===== src/hdl/abfp_pkg.sv =====
// Constants, carriers and state types of the ASCII block frame protocol engine
package abfp_pkg;
   // ==========================================================
   // Framing and handshake characters
   localparam logic [7:0] CH_STX = 8'h02;        // Block start
   localparam logic [7:0] CH_ETX = 8'h03;        // Frame end
   localparam logic [7:0] CH_ETB = 8'h17;        // Block end, more blocks follow
   localparam logic [7:0] CH_ACK = 8'h06;        // Acknowledge
   localparam logic [7:0] CH_NAK = 8'h15;        // Not acknowledge
   localparam logic [7:0] CH_RES_OK = 8'h23;     // Application success
   localparam logic [7:0] CH_RES_FAIL = 8'h21;   // Application failure
   localparam logic [7:0] CH_PFX_CTRL = 8'h20;   // Control command prefix
   localparam logic [7:0] CH_PFX_QUERY = 8'h3f;  // Query command prefix
   localparam logic [7:0] CH_ZERO = 8'h30;       // ASCII zero
   localparam logic [7:0] CH_NINE = 8'h39;       // ASCII nine
   localparam logic [7:0] CH_UPPER_A = 8'h41;    // ASCII A
   localparam logic [7:0] CH_UPPER_F = 8'h46;    // ASCII F
   localparam logic [7:0] CH_LOWER_A = 8'h61;    // ASCII a
   localparam logic [7:0] CH_LOWER_F = 8'h66;    // ASCII f

   // ==========================================================
   // Checksum and block layout
   localparam logic [7:0] LRC_INIT = 8'hff;      // Checksum seed
   localparam logic [7:0] MASK_7BIT = 8'h7f;     // Clears the top bit in 7-bit mode
   localparam logic [7:0] MSG_MAX = 8'hff;       // Message characters per block
   localparam logic [1:0] NUM_LAST = 2'h2;       // Index of the last block number digit
   localparam logic [9:0] BLK_FIRST = 10'h001;   // Number of the first block
   localparam logic [9:0] DEC_TEN = 10'h00a;     // Decimal base
   localparam logic [9:0] DEC_HUNDRED = 10'h064; // Hundreds weight
   localparam logic [7:0] POS_PREFIX = 8'h00;    // Prefix position in the first block
   localparam logic [7:0] POS_FUNC = 8'h01;      // Function code position
   localparam logic [7:0] RES_FAIL_LEN = 8'h04;  // Failure mark plus three code chars
   localparam logic [7:0] RES_OK_LEN = 8'h01;    // Success mark alone
   localparam logic [2:0] RETRY_MAX = 3'h5;      // Retransmissions after Nak

   // ==========================================================
   // Carriers and states
   typedef struct packed {
      logic valid;      // Character present this cycle
      logic perr;       // Parity error flagged by the character layer
      logic [7:0] data; // Character
   } abfp_rxc_t;

   typedef enum logic [1:0] {R_HUNT, R_NUM, R_MSG, R_LRC} abfp_rxst_t;
   typedef enum logic [2:0] {T_IDLE, T_FILL, T_STX, T_NUM, T_MSG, T_END, T_LRC, T_WAIT}
      abfp_txst_t;
endpackage : abfp_pkg


===== src/hdl/abfp_framer.sv =====
// Block framer, deframer, checksum and Ack/Nak handshake engine for the serial command link
// Behaviour
// - Block: start char, three-digit number, up to 255 chars, end char, checksum.
// - Short message goes in block one, Stx to Etx, then checksum.
// - Long message splits into numbered blocks; full ones end Etb, last ends Etx.
// - Stx is 02, Etx is 03, Etb is 17 hex.
// - Ack 06, Nak 15; result marks '#' 23 success, '!' 21 failure.
// - Control command starts with space, then function code, then parameters.
// - Query command starts with '?', then function code, then parameters.
// - Parameters and data are ASCII hex text of 16-bit signed values.
// - Device answers '#' on success, else '!' plus three-character code.
// - After a complete received block the device sends one Ack or Nak.
// - After Ack the command runs; result goes back as block one with Etx.
// - Two-block response: send block one, wait for Ack, then block two.
// - Checksum starts at FF and XORs every block byte, ends included.
// - In 7-bit mode the checksum top bit is forced to zero.
// - On Nak the sender repeats the frame, at most five times.
`timescale 1ns/100ps
module abfp_framer
   import abfp_pkg::*;
#(
   parameter logic [7:0] BLK_CHARS = abfp_pkg::MSG_MAX,  // Characters per full block
   parameter logic [2:0] RETRIES = abfp_pkg::RETRY_MAX   // Retransmission limit
) (
   input wire logic CLK_SYS,                      // System clock, 20 MHz
   input wire logic NRST,                         // Asynchronous reset, active low
   input wire logic MODE_7BIT,                    // Character length is 7 bits
   input wire abfp_pkg::abfp_rxc_t RX_CHAR,       // Received character from UART layer
   output logic [7:0] TX_DATA,                    // Character to UART layer
   output logic TX_VALID,                         // Character offered
   input wire logic TX_READY,                     // UART layer takes the character
   output logic [7:0] CMD_DATA,                   // Received message character
   output logic CMD_VALID,                        // Message character strobe
   output logic CMD_QUERY,                        // Current command is a query
   output logic CMD_BLOCK_OK,                     // Block passed, Ack queued
   output logic CMD_BLOCK_BAD,                    // Block failed, Nak queued, discard it
   output logic CMD_FRAME_END,                    // Last block of a good frame
   input wire logic RES_VALID,                    // Result request, taken when idle
   input wire logic RES_FAIL,                     // Result is a failure
   input wire logic [23:0] RES_CODE,              // Three failure code characters
   input wire logic [7:0] RSP_DATA,               // Response message character
   input wire logic RSP_VALID,                    // Response character offered
   input wire logic RSP_LAST,                     // Last response character
   output logic RSP_READY,                        // Response character taken
   output logic TX_BUSY,                          // Response engine busy
   output logic TX_DONE,                          // Response frame acknowledged
   output logic TX_FAIL                           // Retries exhausted
);
   import abfp_pkg::*;

   // ==========================================================
   // Helper functions
   // Checksum as sent or compared in the current character length
   function automatic logic [7:0] lrc_fmt(input logic [7:0] v, input logic m7);
      lrc_fmt = m7 ? (v & MASK_7BIT) : v;
   endfunction : lrc_fmt

   // ASCII digit of a block number, position 0 is the hundreds
   function automatic logic [7:0] num_digit(input logic [9:0] n, input logic [1:0] p);
      logic [9:0] q;
      q = (p == 2'h0) ? n / DEC_HUNDRED : (p == 2'h1) ? n / DEC_TEN : n;
      q = q % DEC_TEN;
      num_digit = CH_ZERO + q[7:0];
   endfunction : num_digit

   // ASCII hex digit test
   function automatic logic is_hex(input logic [7:0] c);
      is_hex = (c >= CH_ZERO && c <= CH_NINE) || (c >= CH_UPPER_A && c <= CH_UPPER_F)
         || (c >= CH_LOWER_A && c <= CH_LOWER_F);
   endfunction : is_hex

   // ==========================================================
   // Receive side
   abfp_rxst_t rst_r, rst_nxt;
   logic [7:0] rlrc_r, rlrc_nxt;
   logic [7:0] rlen_r, rlen_nxt;
   logic [9:0] rval_r, rval_nxt;
   logic [9:0] exp_r, exp_nxt;
   logic [1:0] rdig_r, rdig_nxt;
   logic rerr_r, rerr_nxt;
   logic retx_r, retx_nxt;
   logic query_r, query_nxt;
   logic hs_pend_r, hs_pend_nxt;
   logic [7:0] hs_char_r, hs_char_nxt;

   // Decoded receive events
   wire logic [7:0] rc = RX_CHAR.data;
   wire logic rv = RX_CHAR.valid;
   wire logic is_digit = rc >= CH_ZERO && rc <= CH_NINE;
   wire logic [9:0] dval = 10'(rval_r * DEC_TEN + {2'h0, rc - CH_ZERO});
   wire logic is_end = rc == CH_ETX || rc == CH_ETB;
   wire logic msg_chr = rv && rst_r == R_MSG && !is_end;
   wire logic first_blk = exp_r == BLK_FIRST;
   wire logic pfx_ok = rc == CH_PFX_CTRL || rc == CH_PFX_QUERY;
   wire logic chr_bad = (first_blk && rlen_r == POS_PREFIX) ? !pfx_ok
      : (first_blk && rlen_r == POS_FUNC) ? 1'b0 : !is_hex(rc);
   wire logic blk_done = rv && rst_r == R_LRC;
   wire logic blk_good = !rerr_r && !RX_CHAR.perr
      && lrc_fmt(rlrc_r, MODE_7BIT) == lrc_fmt(rc, MODE_7BIT);
   wire logic host_ack = rv && rst_r == R_HUNT && !RX_CHAR.perr && rc == CH_ACK;
   wire logic host_nak = rv && rst_r == R_HUNT && !RX_CHAR.perr && rc == CH_NAK;
   logic hs_go;

   // Receive state and block checks
   always_comb begin
      rst_nxt = rst_r;
      rlrc_nxt = rv ? rlrc_r ^ rc : rlrc_r;
      rlen_nxt = rlen_r;
      rval_nxt = rval_r;
      exp_nxt = exp_r;
      rdig_nxt = rdig_r;
      rerr_nxt = rerr_r || (rv && RX_CHAR.perr);
      retx_nxt = retx_r;
      query_nxt = query_r;
      case (rst_r)
         R_HUNT: begin
            if (rv && rc == CH_STX) begin
               rst_nxt = R_NUM;
               rlrc_nxt = LRC_INIT ^ CH_STX;
               rerr_nxt = RX_CHAR.perr;
               rval_nxt = 10'h000;
               rdig_nxt = 2'h0;
               rlen_nxt = 8'h00;
            end
         end
         R_NUM: begin
            if (rv) begin
               rval_nxt = dval;
               rdig_nxt = rdig_r + 2'h1;
               if (!is_digit) rerr_nxt = 1'b1;
               if (rdig_r == NUM_LAST) begin
                  rst_nxt = R_MSG;
                  if (dval != exp_r) rerr_nxt = 1'b1;
               end
            end
         end
         R_MSG: begin
            if (rv && is_end) begin
               rst_nxt = R_LRC;
               retx_nxt = rc == CH_ETX;
            end else if (msg_chr) begin
               rlen_nxt = rlen_r + 8'h01;
               if (rlen_r == BLK_CHARS || chr_bad) rerr_nxt = 1'b1;
               if (first_blk && rlen_r == POS_PREFIX) query_nxt = rc == CH_PFX_QUERY;
            end
         end
         R_LRC: begin
            if (rv) begin
               rst_nxt = R_HUNT;
               if (blk_good) exp_nxt = retx_r ? BLK_FIRST : exp_r + 10'h001;
            end
         end
         default: rst_nxt = R_HUNT;
      endcase
   end

   // One Ack or Nak per finished block; a new block wins over the send clearing it
   assign hs_pend_nxt = blk_done ? 1'b1 : (hs_go ? 1'b0 : hs_pend_r);
   assign hs_char_nxt = blk_done ? (blk_good ? CH_ACK : CH_NAK) : hs_char_r;

   // Receive registers
   always_ff @(posedge CLK_SYS or negedge NRST) begin
      if (!NRST) begin
         rst_r <= R_HUNT;
         rlrc_r <= LRC_INIT;
         rlen_r <= 8'h00;
         rval_r <= 10'h000;
         exp_r <= BLK_FIRST;
         rdig_r <= 2'h0;
         {rerr_r, retx_r, query_r, hs_pend_r} <= 4'h0;
         hs_char_r <= CH_NAK;
      end else begin
         rst_r <= rst_nxt;
         rlrc_r <= rlrc_nxt;
         rlen_r <= rlen_nxt;
         rval_r <= rval_nxt;
         exp_r <= exp_nxt;
         rdig_r <= rdig_nxt;
         {rerr_r, retx_r, query_r, hs_pend_r} <= {rerr_nxt, retx_nxt, query_nxt, hs_pend_nxt};
         hs_char_r <= hs_char_nxt;
      end
   end

   // Command stream outputs toward the application
   always_ff @(posedge CLK_SYS or negedge NRST) begin
      if (!NRST) begin
         CMD_DATA <= 8'h00;
         {CMD_VALID, CMD_QUERY, CMD_BLOCK_OK, CMD_BLOCK_BAD, CMD_FRAME_END} <= 5'h00;
      end else begin
         CMD_DATA <= msg_chr ? rc : CMD_DATA;
         CMD_VALID <= msg_chr;
         CMD_QUERY <= query_nxt;
         CMD_BLOCK_OK <= blk_done && blk_good;
         CMD_BLOCK_BAD <= blk_done && !blk_good;
         CMD_FRAME_END <= blk_done && blk_good && retx_r;
      end
   end

   // ==========================================================
   // Transmit side
   abfp_txst_t tst_r, tst_nxt;
   logic [7:0] buf_mem [0:255];
   logic [7:0] tlen_r, tlen_nxt;
   logic [7:0] tidx_r, tidx_nxt;
   logic [9:0] tblk_r, tblk_nxt;
   logic [7:0] tlrc_r;
   logic [2:0] retry_r, retry_nxt;
   logic tlast_r, tlast_nxt;
   logic res_mode_r, res_mode_nxt;
   logic [31:0] res_r;
   logic [7:0] fr_byte;

   // Launch decisions; handshakes only go out while no frame character of a block is being sent
   wire logic tx_free = !TX_VALID;
   wire logic sending = tst_r inside {T_STX, T_NUM, T_MSG, T_END, T_LRC};
   assign hs_go = hs_pend_r && tx_free && !sending;
   wire logic fr_go = tx_free && sending;
   wire logic rsp_take = RSP_VALID && RSP_READY;
   wire logic [31:0] res_chars = RES_FAIL ? {CH_RES_FAIL, RES_CODE} : {CH_RES_OK, 24'h000000};
   wire logic [7:0] res_byte = res_r[31 - 8 * tidx_r[1:0] -: 8];
   wire logic [7:0] msg_byte = res_mode_r ? res_byte : buf_mem[tidx_r];

   // Byte currently placed into the frame
   always_comb begin
      case (tst_r)
         T_STX: fr_byte = CH_STX;
         T_NUM: fr_byte = num_digit(tblk_r, tidx_r[1:0]);
         T_MSG: fr_byte = msg_byte;
         T_END: fr_byte = tlast_r ? CH_ETX : CH_ETB;
         T_LRC: fr_byte = lrc_fmt(tlrc_r, MODE_7BIT);
         default: fr_byte = 8'h00;
      endcase
   end

   // Transmit sequencing: fill, frame, wait for the host's answer
   always_comb begin
      tst_nxt = tst_r;
      tlen_nxt = tlen_r;
      tidx_nxt = tidx_r;
      tblk_nxt = tblk_r;
      retry_nxt = retry_r;
      tlast_nxt = tlast_r;
      res_mode_nxt = res_mode_r;
      case (tst_r)
         T_IDLE: begin
            tblk_nxt = BLK_FIRST;
            retry_nxt = 3'h0;
            tlen_nxt = 8'h00;
            if (RES_VALID) begin
               tst_nxt = T_STX;
               res_mode_nxt = 1'b1;
               tlast_nxt = 1'b1;
               tlen_nxt = RES_FAIL ? RES_FAIL_LEN : RES_OK_LEN;
            end else if (RSP_VALID) begin
               tst_nxt = T_FILL;
               res_mode_nxt = 1'b0;
            end
         end
         T_FILL: begin
            if (rsp_take) begin
               tlen_nxt = tlen_r + 8'h01;
               if (RSP_LAST || tlen_r + 8'h01 == BLK_CHARS) begin
                  tst_nxt = T_STX;
                  tlast_nxt = RSP_LAST;
               end
            end
         end
         T_STX: if (fr_go) begin
            tst_nxt = T_NUM;
            tidx_nxt = 8'h00;
         end
         T_NUM: if (fr_go) begin
            tidx_nxt = tidx_r + 8'h01;
            if (tidx_r[1:0] == NUM_LAST) begin
               tidx_nxt = 8'h00;
               tst_nxt = tlen_r == 8'h00 ? T_END : T_MSG;
            end
         end
         T_MSG: if (fr_go) begin
            tidx_nxt = tidx_r + 8'h01;
            if (tidx_r + 8'h01 == tlen_r) tst_nxt = T_END;
         end
         T_END: if (fr_go) tst_nxt = T_LRC;
         T_LRC: if (fr_go) tst_nxt = T_WAIT;
         T_WAIT: begin
            if (host_nak) begin
               if (retry_r == RETRIES) tst_nxt = T_IDLE;
               else begin
                  retry_nxt = retry_r + 3'h1;
                  tst_nxt = T_STX;
               end
            end else if (host_ack) begin
               retry_nxt = 3'h0;
               tlen_nxt = 8'h00;
               tblk_nxt = tblk_r + 10'h001;
               tst_nxt = tlast_r ? T_IDLE : T_FILL;
            end
         end
         default: tst_nxt = T_IDLE;
      endcase
   end

   // Transmit registers
   always_ff @(posedge CLK_SYS or negedge NRST) begin
      if (!NRST) begin
         tst_r <= T_IDLE;
         tlen_r <= 8'h00;
         tidx_r <= 8'h00;
         tblk_r <= BLK_FIRST;
         retry_r <= 3'h0;
         {tlast_r, res_mode_r} <= 2'h0;
         res_r <= 32'h00000000;
      end else begin
         tst_r <= tst_nxt;
         tlen_r <= tlen_nxt;
         tidx_r <= tidx_nxt;
         tblk_r <= tblk_nxt;
         retry_r <= retry_nxt;
         {tlast_r, res_mode_r} <= {tlast_nxt, res_mode_nxt};
         res_r <= (tst_r == T_IDLE && RES_VALID) ? res_chars : res_r;
      end
   end

   // Block buffer, kept whole so a Nak can replay it
   always_ff @(posedge CLK_SYS) begin
      if (rsp_take) buf_mem[tlen_r] <= RSP_DATA;
   end

   // Running checksum of the outgoing block
   always_ff @(posedge CLK_SYS or negedge NRST) begin
      if (!NRST) tlrc_r <= LRC_INIT;
      else if (fr_go && tst_r == T_STX) tlrc_r <= LRC_INIT ^ CH_STX;
      else if (fr_go && tst_r != T_LRC) tlrc_r <= tlrc_r ^ fr_byte;
   end

   // Character port and status outputs
   always_ff @(posedge CLK_SYS or negedge NRST) begin
      if (!NRST) begin
         TX_DATA <= 8'h00;
         {TX_VALID, RSP_READY, TX_BUSY, TX_DONE, TX_FAIL} <= 5'h00;
      end else begin
         TX_DATA <= hs_go ? hs_char_r : (fr_go ? fr_byte : TX_DATA);
         TX_VALID <= hs_go || fr_go || (TX_VALID && !TX_READY);
         RSP_READY <= tst_nxt == T_FILL && !(tst_r == T_FILL && rsp_take && tst_nxt != T_FILL);
         TX_BUSY <= tst_nxt != T_IDLE;
         TX_DONE <= tst_r == T_WAIT && host_ack && tlast_r;
         TX_FAIL <= tst_r == T_WAIT && host_nak && retry_r == RETRIES;
      end
   end
endmodule : abfp_framer


===== config.mk =====
export PLATFORM = sky130hd
export DESIGN_NAME = abfp_framer
export DESIGN_NICKNAME = d
export VERILOG_FILES = /design/src/hdl/abfp_pkg.sv /design/src/hdl/abfp_framer.sv
export SDC_FILE = /design/constraint.sdc
export NUM_CORES = 2
export LEC_CHECK = 0
export BUFFER_PORTS_ARGS = -buffer_cell sky130_fd_sc_hd__buf_2
export CAP_MARGIN = 20
export CORE_MARGIN = 1
export CORE_UTILIZATION = 53
export DETAILED_ROUTE_END_ITERATION = 6
export PLACE_DENSITY = 0.77
export SETUP_SLACK_MARGIN = 0.2
export SLEW_MARGIN = 0
export SYNTH_ARGS = -nofsm -noshare
export SYNTH_HDL_FRONTEND = slang
export SYNTH_SLANG_ARGS = --single-unit

===== constraint.sdc =====
create_clock -name CLK_SYS -period 7.7 [get_ports CLK_SYS]
set_input_delay 1.54 -clock CLK_SYS [delete_from_list [all_inputs] [get_ports CLK_SYS]]
set_output_delay 1.54 -clock CLK_SYS [all_outputs]
set_load 0.005 [all_outputs]

==> results_dict.tcl <==
set metrics [dict create \
    ios 76 \
    floorplan.initialDensity 0.5359 \
    setup.worst_path.class "flip-flop to flip-flop" \
    vias_cell 6.621 \
    final-setup-viol-count 0 \
    dominant_combinational_cell_family_by_area_after_synthesis "multiplexers" \
    timing_max_transition_violations_final 0 \
    maximum_vdd_ir_drop_v 0.0002873 \
    run_status "finished, final reports clean" \
    synth_xor_area_frac 0.007589 \
    clockBufferDepth 3 \
    io_buffers 75 \
    critical_path.max_fanout 16 \
    dp_hpwl_um 124100 \
    layout.nets 4791 \
    synth_enable_flop_cells 2048 \
    fin_crit_sh 0.8713 \
    first_global_vias 47150 \
    worstSetupEndpointType "flip-flop" \
    final_core_utilization 0.5919 \
    layout_min_cycle_time_ns 6.709 \
    place.gp.congestion 0.8937 \
    cts_made_buffers 205 \
    mappedNetlistArea_sq_um 90010 \
    yosys.area_share.simple 0.04324 \
    final_antenna_net_count 0 \
    muxShareOfSynthArea 0.1733 \
    hold_buffers 0 \
    clkSlewWorstSetupHoldPaths_ns 0.07 \
    placed_cell_area_sq_um 92690 \
    timing_hold_violations_final 0 \
    skew_ns 0.05961 \
    drive_gt1_frac 0.2468 \
    critPathArrivalTime_ns 7.43 \
    flops_latches_synth 2186 \
    p_leak_nw 30.94 \
    total_negative_setup_slacks_ns 0 \
    cts_post_setup_buffers_inserted 0 \
    detailroute.via_count 46730 \
    wire_per_inst_um 31.51 \
    critPathLaunch "tidx_r[0]" \
    hold_path.class "flip-flop to flip-flop" \
    setup_repair_after_global_routing_missed_its_margin "no" \
    first_pass_iteration_count_of_the_detailed_router 6 \
    maxClockFrequency_mhz 149.0 \
    areaGrowthSynthToFinish_pct 10.46 \
    synth_compound_gate_area_share 0.03064 \
    powerDensity_nw_per_um2 313.3 \
    insertion_delay_ns 0.86 \
    first_iter_violations 6552 \
    syn-instance-count 4610 \
    layout_commonest_cell "sky130_fd_sc_hd__edfxtp_1" \
    critical_path_required_ns 8.42 \
    critical_path.startpoint_type "flip-flop" \
    avgSynthCellArea_sq_um 19.53 \
    drv.max_cap_violation_count 0 \
    launching_point_of_the_worst_reg2reg_path "tidx_r[0]" \
    ys_types 107 \
    grt_start_max_net_pins 169 \
    detail_route.drc_violations 0 \
    initial_antenna_violation_count 7 \
    timing.critical_path.to "tlrc_r[5]" \
    fp.dieW_um 414.1 \
    globalRoute.totalOverflow 0 \
    whs_ns 0.4733 \
    fill_cells 11370 \
    grt_use_total 0.2599 \
    die_height_um 414.1 \
    yosys_warnings 0 \
    post-route-cell-area_sq_um 99430 \
    core_area_sq_um 168000 \
    clkSinkCount 2186 \
    reg2reg_to "tlrc_r[5]" \
    rrSetupSlack_ns 0.99 \
    synthesized_area_fraction_occupied_by_adder_cells 0.008201 \
    cts_htree_levels 4 \
    worst_max_slew_pin_slew_ns 1.298 \
    clock_tree_from_tritoncts "built" \
    synth_seq_area_share 0.7218 \
    max_slew_margin 0.1349 \
    post_cts_resized 0 \
    wl_um 222400 \
    postSynth.topFlopCell "sky130_fd_sc_hd__edfxtp_1" \
    leading_cell_types_in_the_layout_fill_and_taps_excluded "sky130_fd_sc_hd__edfxtp_1, sky130_fd_sc_hd__mux4_2, sky130_fd_sc_hd__nor2_1, sky130_fd_sc_hd__nand2_1, sky130_fd_sc_hd__clkbuf_16" \
    cts.root.buffer_cell "sky130_fd_sc_hd__clkbuf_16" \
    die_area_sq_um 171500 \
    post_synth_net_total 4717 \
    wire_length_of_the_first_global_routing_pass_um 325400 \
    number_of_placement_rows 150 \
    worst-r2r-cell-count 24 \
    postSynth.asyncResetShare 0.06313 \
]
cell families after synthesis:
group,count (synthesis)
AND/OR/NAND/NOR,852
XOR/XNOR,78
flip-flops,2186
multiplexers,703
buffers and inverters,330
AO/OA/AOI/OAI,403
adder cells (fa/ha/maj),58
critical path, cell delays in order, from the launching register on:
cell                        delay [ns]
sky130_fd_sc_hd__dfrtp_4          0.60
sky130_fd_sc_hd__inv_1            0.19
sky130_fd_sc_hd__ha_1             0.56
sky130_fd_sc_hd__inv_1            0.27
sky130_fd_sc_hd__o21ai_0          0.22
sky130_fd_sc_hd__a2111oi_2        0.11
sky130_fd_sc_hd__a211oi_1         0.33
sky130_fd_sc_hd__buf_4            0.24
sky130_fd_sc_hd__o31a_2           0.26
sky130_fd_sc_hd__nand2_1          0.09
sky130_fd_sc_hd__and3_1           0.22
sky130_fd_sc_hd__nor4_4           0.50
sky130_fd_sc_hd__ha_1             0.30
sky130_fd_sc_hd__inv_1            0.07
sky130_fd_sc_hd__a211oi_1         0.29
sky130_fd_sc_hd__nand4_1          0.24
sky130_fd_sc_hd__nand2_2          0.20
sky130_fd_sc_hd__mux2i_2          0.45
sky130_fd_sc_hd__nand2_1          0.15
sky130_fd_sc_hd__mux2_2           0.31
sky130_fd_sc_hd__ha_1             0.28
sky130_fd_sc_hd__o21ai_0          0.19
sky130_fd_sc_hd__o21ai_0          0.17
sky130_fd_sc_hd__o21ai_0          0.20
sky130_fd_sc_hd__o211ai_1         0.12
cell usage after synthesis, types with 7 or more instances:
master                     number  area share
sky130_fd_sc_hd__buf_2         48      0.0027
sky130_fd_sc_hd__a31oi_1        9     0.00063
sky130_fd_sc_hd__ha_1          55      0.0076
sky130_fd_sc_hd__o211ai_1      24      0.0020
sky130_fd_sc_hd__o31ai_1        9     0.00075
sky130_fd_sc_hd__o21ai_0      118      0.0066
sky130_fd_sc_hd__nand2_1      229      0.0095
sky130_fd_sc_hd__nand2b_1      19      0.0013
sky130_fd_sc_hd__buf_6          8      0.0010
sky130_fd_sc_hd__o21ai_1        8     0.00044
sky130_fd_sc_hd__a21o_1        15      0.0013
sky130_fd_sc_hd__mux4_2       683        0.17
sky130_fd_sc_hd__a21oi_1       71      0.0039
sky130_fd_sc_hd__dfrtp_1      119       0.033
sky130_fd_sc_hd__nand3_1       60      0.0033
sky130_fd_sc_hd__buf_1         67      0.0028
sky130_fd_sc_hd__xnor2_1       44      0.0043
sky130_fd_sc_hd__a221oi_1       7     0.00068
sky130_fd_sc_hd__nor3_1        32      0.0018
sky130_fd_sc_hd__dfstp_2       19      0.0055
sky130_fd_sc_hd__a211oi_1      20      0.0017
sky130_fd_sc_hd__and2_1        14     0.00097
sky130_fd_sc_hd__edfxtp_1    2048        0.68
sky130_fd_sc_hd__clkbuf_1     153      0.0064
sky130_fd_sc_hd__mux2i_1       11      0.0012
sky130_fd_sc_hd__nor4_1        13     0.00090
sky130_fd_sc_hd__nor2_1       351       0.015
sky130_fd_sc_hd__o41ai_1        8     0.00078
sky130_fd_sc_hd__or3_1         18      0.0013
sky130_fd_sc_hd__xor2_1        34      0.0033
sky130_fd_sc_hd__nand4_1       24      0.0017
sky130_fd_sc_hd__nor2b_1       18      0.0013
sky130_fd_sc_hd__inv_1         51      0.0021
sky130_fd_sc_hd__and3_1        16      0.0011
sky130_fd_sc_hd__a22o_1        11      0.0011
report_power, final:
part	switching, mW	total (mW)	internal [mW]
Combinational	4.27	7.71	3.44
Sequential	0.281	13.4	13.2
Clock	4.52	10.0	5.48
Total	9.07	31.2	22.1
layout make-up:
class	instances	area (sq um)	area share
repair buffers	145	1170	0.01177
clock buffers	246	5334	0.05364
inverters	52	195.2	0.001963
well taps	2204	2758	0.02773
diodes	2	5.005	0.00005033
clock inverters	128	1259	0.01266
multi-input cells	2094	23720	0.2385
flip-flops and latches	2186	64990	0.6537
routing by layer:
metal,vias to the layer above,share of wire,global-route usage
li1,19030,-,-
met1,24230,0.36,0.3503
met2,2983,0.49,0.4175
met3,482,0.11,0.05805
met4,6,0.040,0.09949
met5,-,0.00018,0
worst min path at each step:
stage / from / slack, ns / cells past startpoint / endpoint
global placement: CMD_DATA[1] / 0.45 / 2 / CMD_DATA[1]
CTS: CMD_DATA[1] / 0.47 / 2 / CMD_DATA[1]
floorplan: res_r[25] / 0.44 / 2 / res_r[25]
finish: CMD_DATA[1] / 0.47 / 2 / CMD_DATA[1]
detailed placement: CMD_DATA[1] / 0.46 / 2 / CMD_DATA[1]
global route: CMD_DATA[1] / 0.51 / 2 / CMD_DATA[1]
stage by stage:
stage,worst slack [ns],std cells,power [mW]
final,0.9907,7057,31.15
after global routing,0.6577,7055,32.05
after CTS,1.169,7045,31.14
after detailed placement,1.232,6671,21.23
after global placement,1.414,6669,21.16
after floorplan,0.6885,4610,18.90
state kept, by name, summed over array words and instances (netlist names), 9 cells and up:
signal / cells
exp_r: 10
buf_mem: 2048
tblk_r: 10
res_r: 26
rval_r: 9
Note: power is estimated with default switching activity, not from simulation.
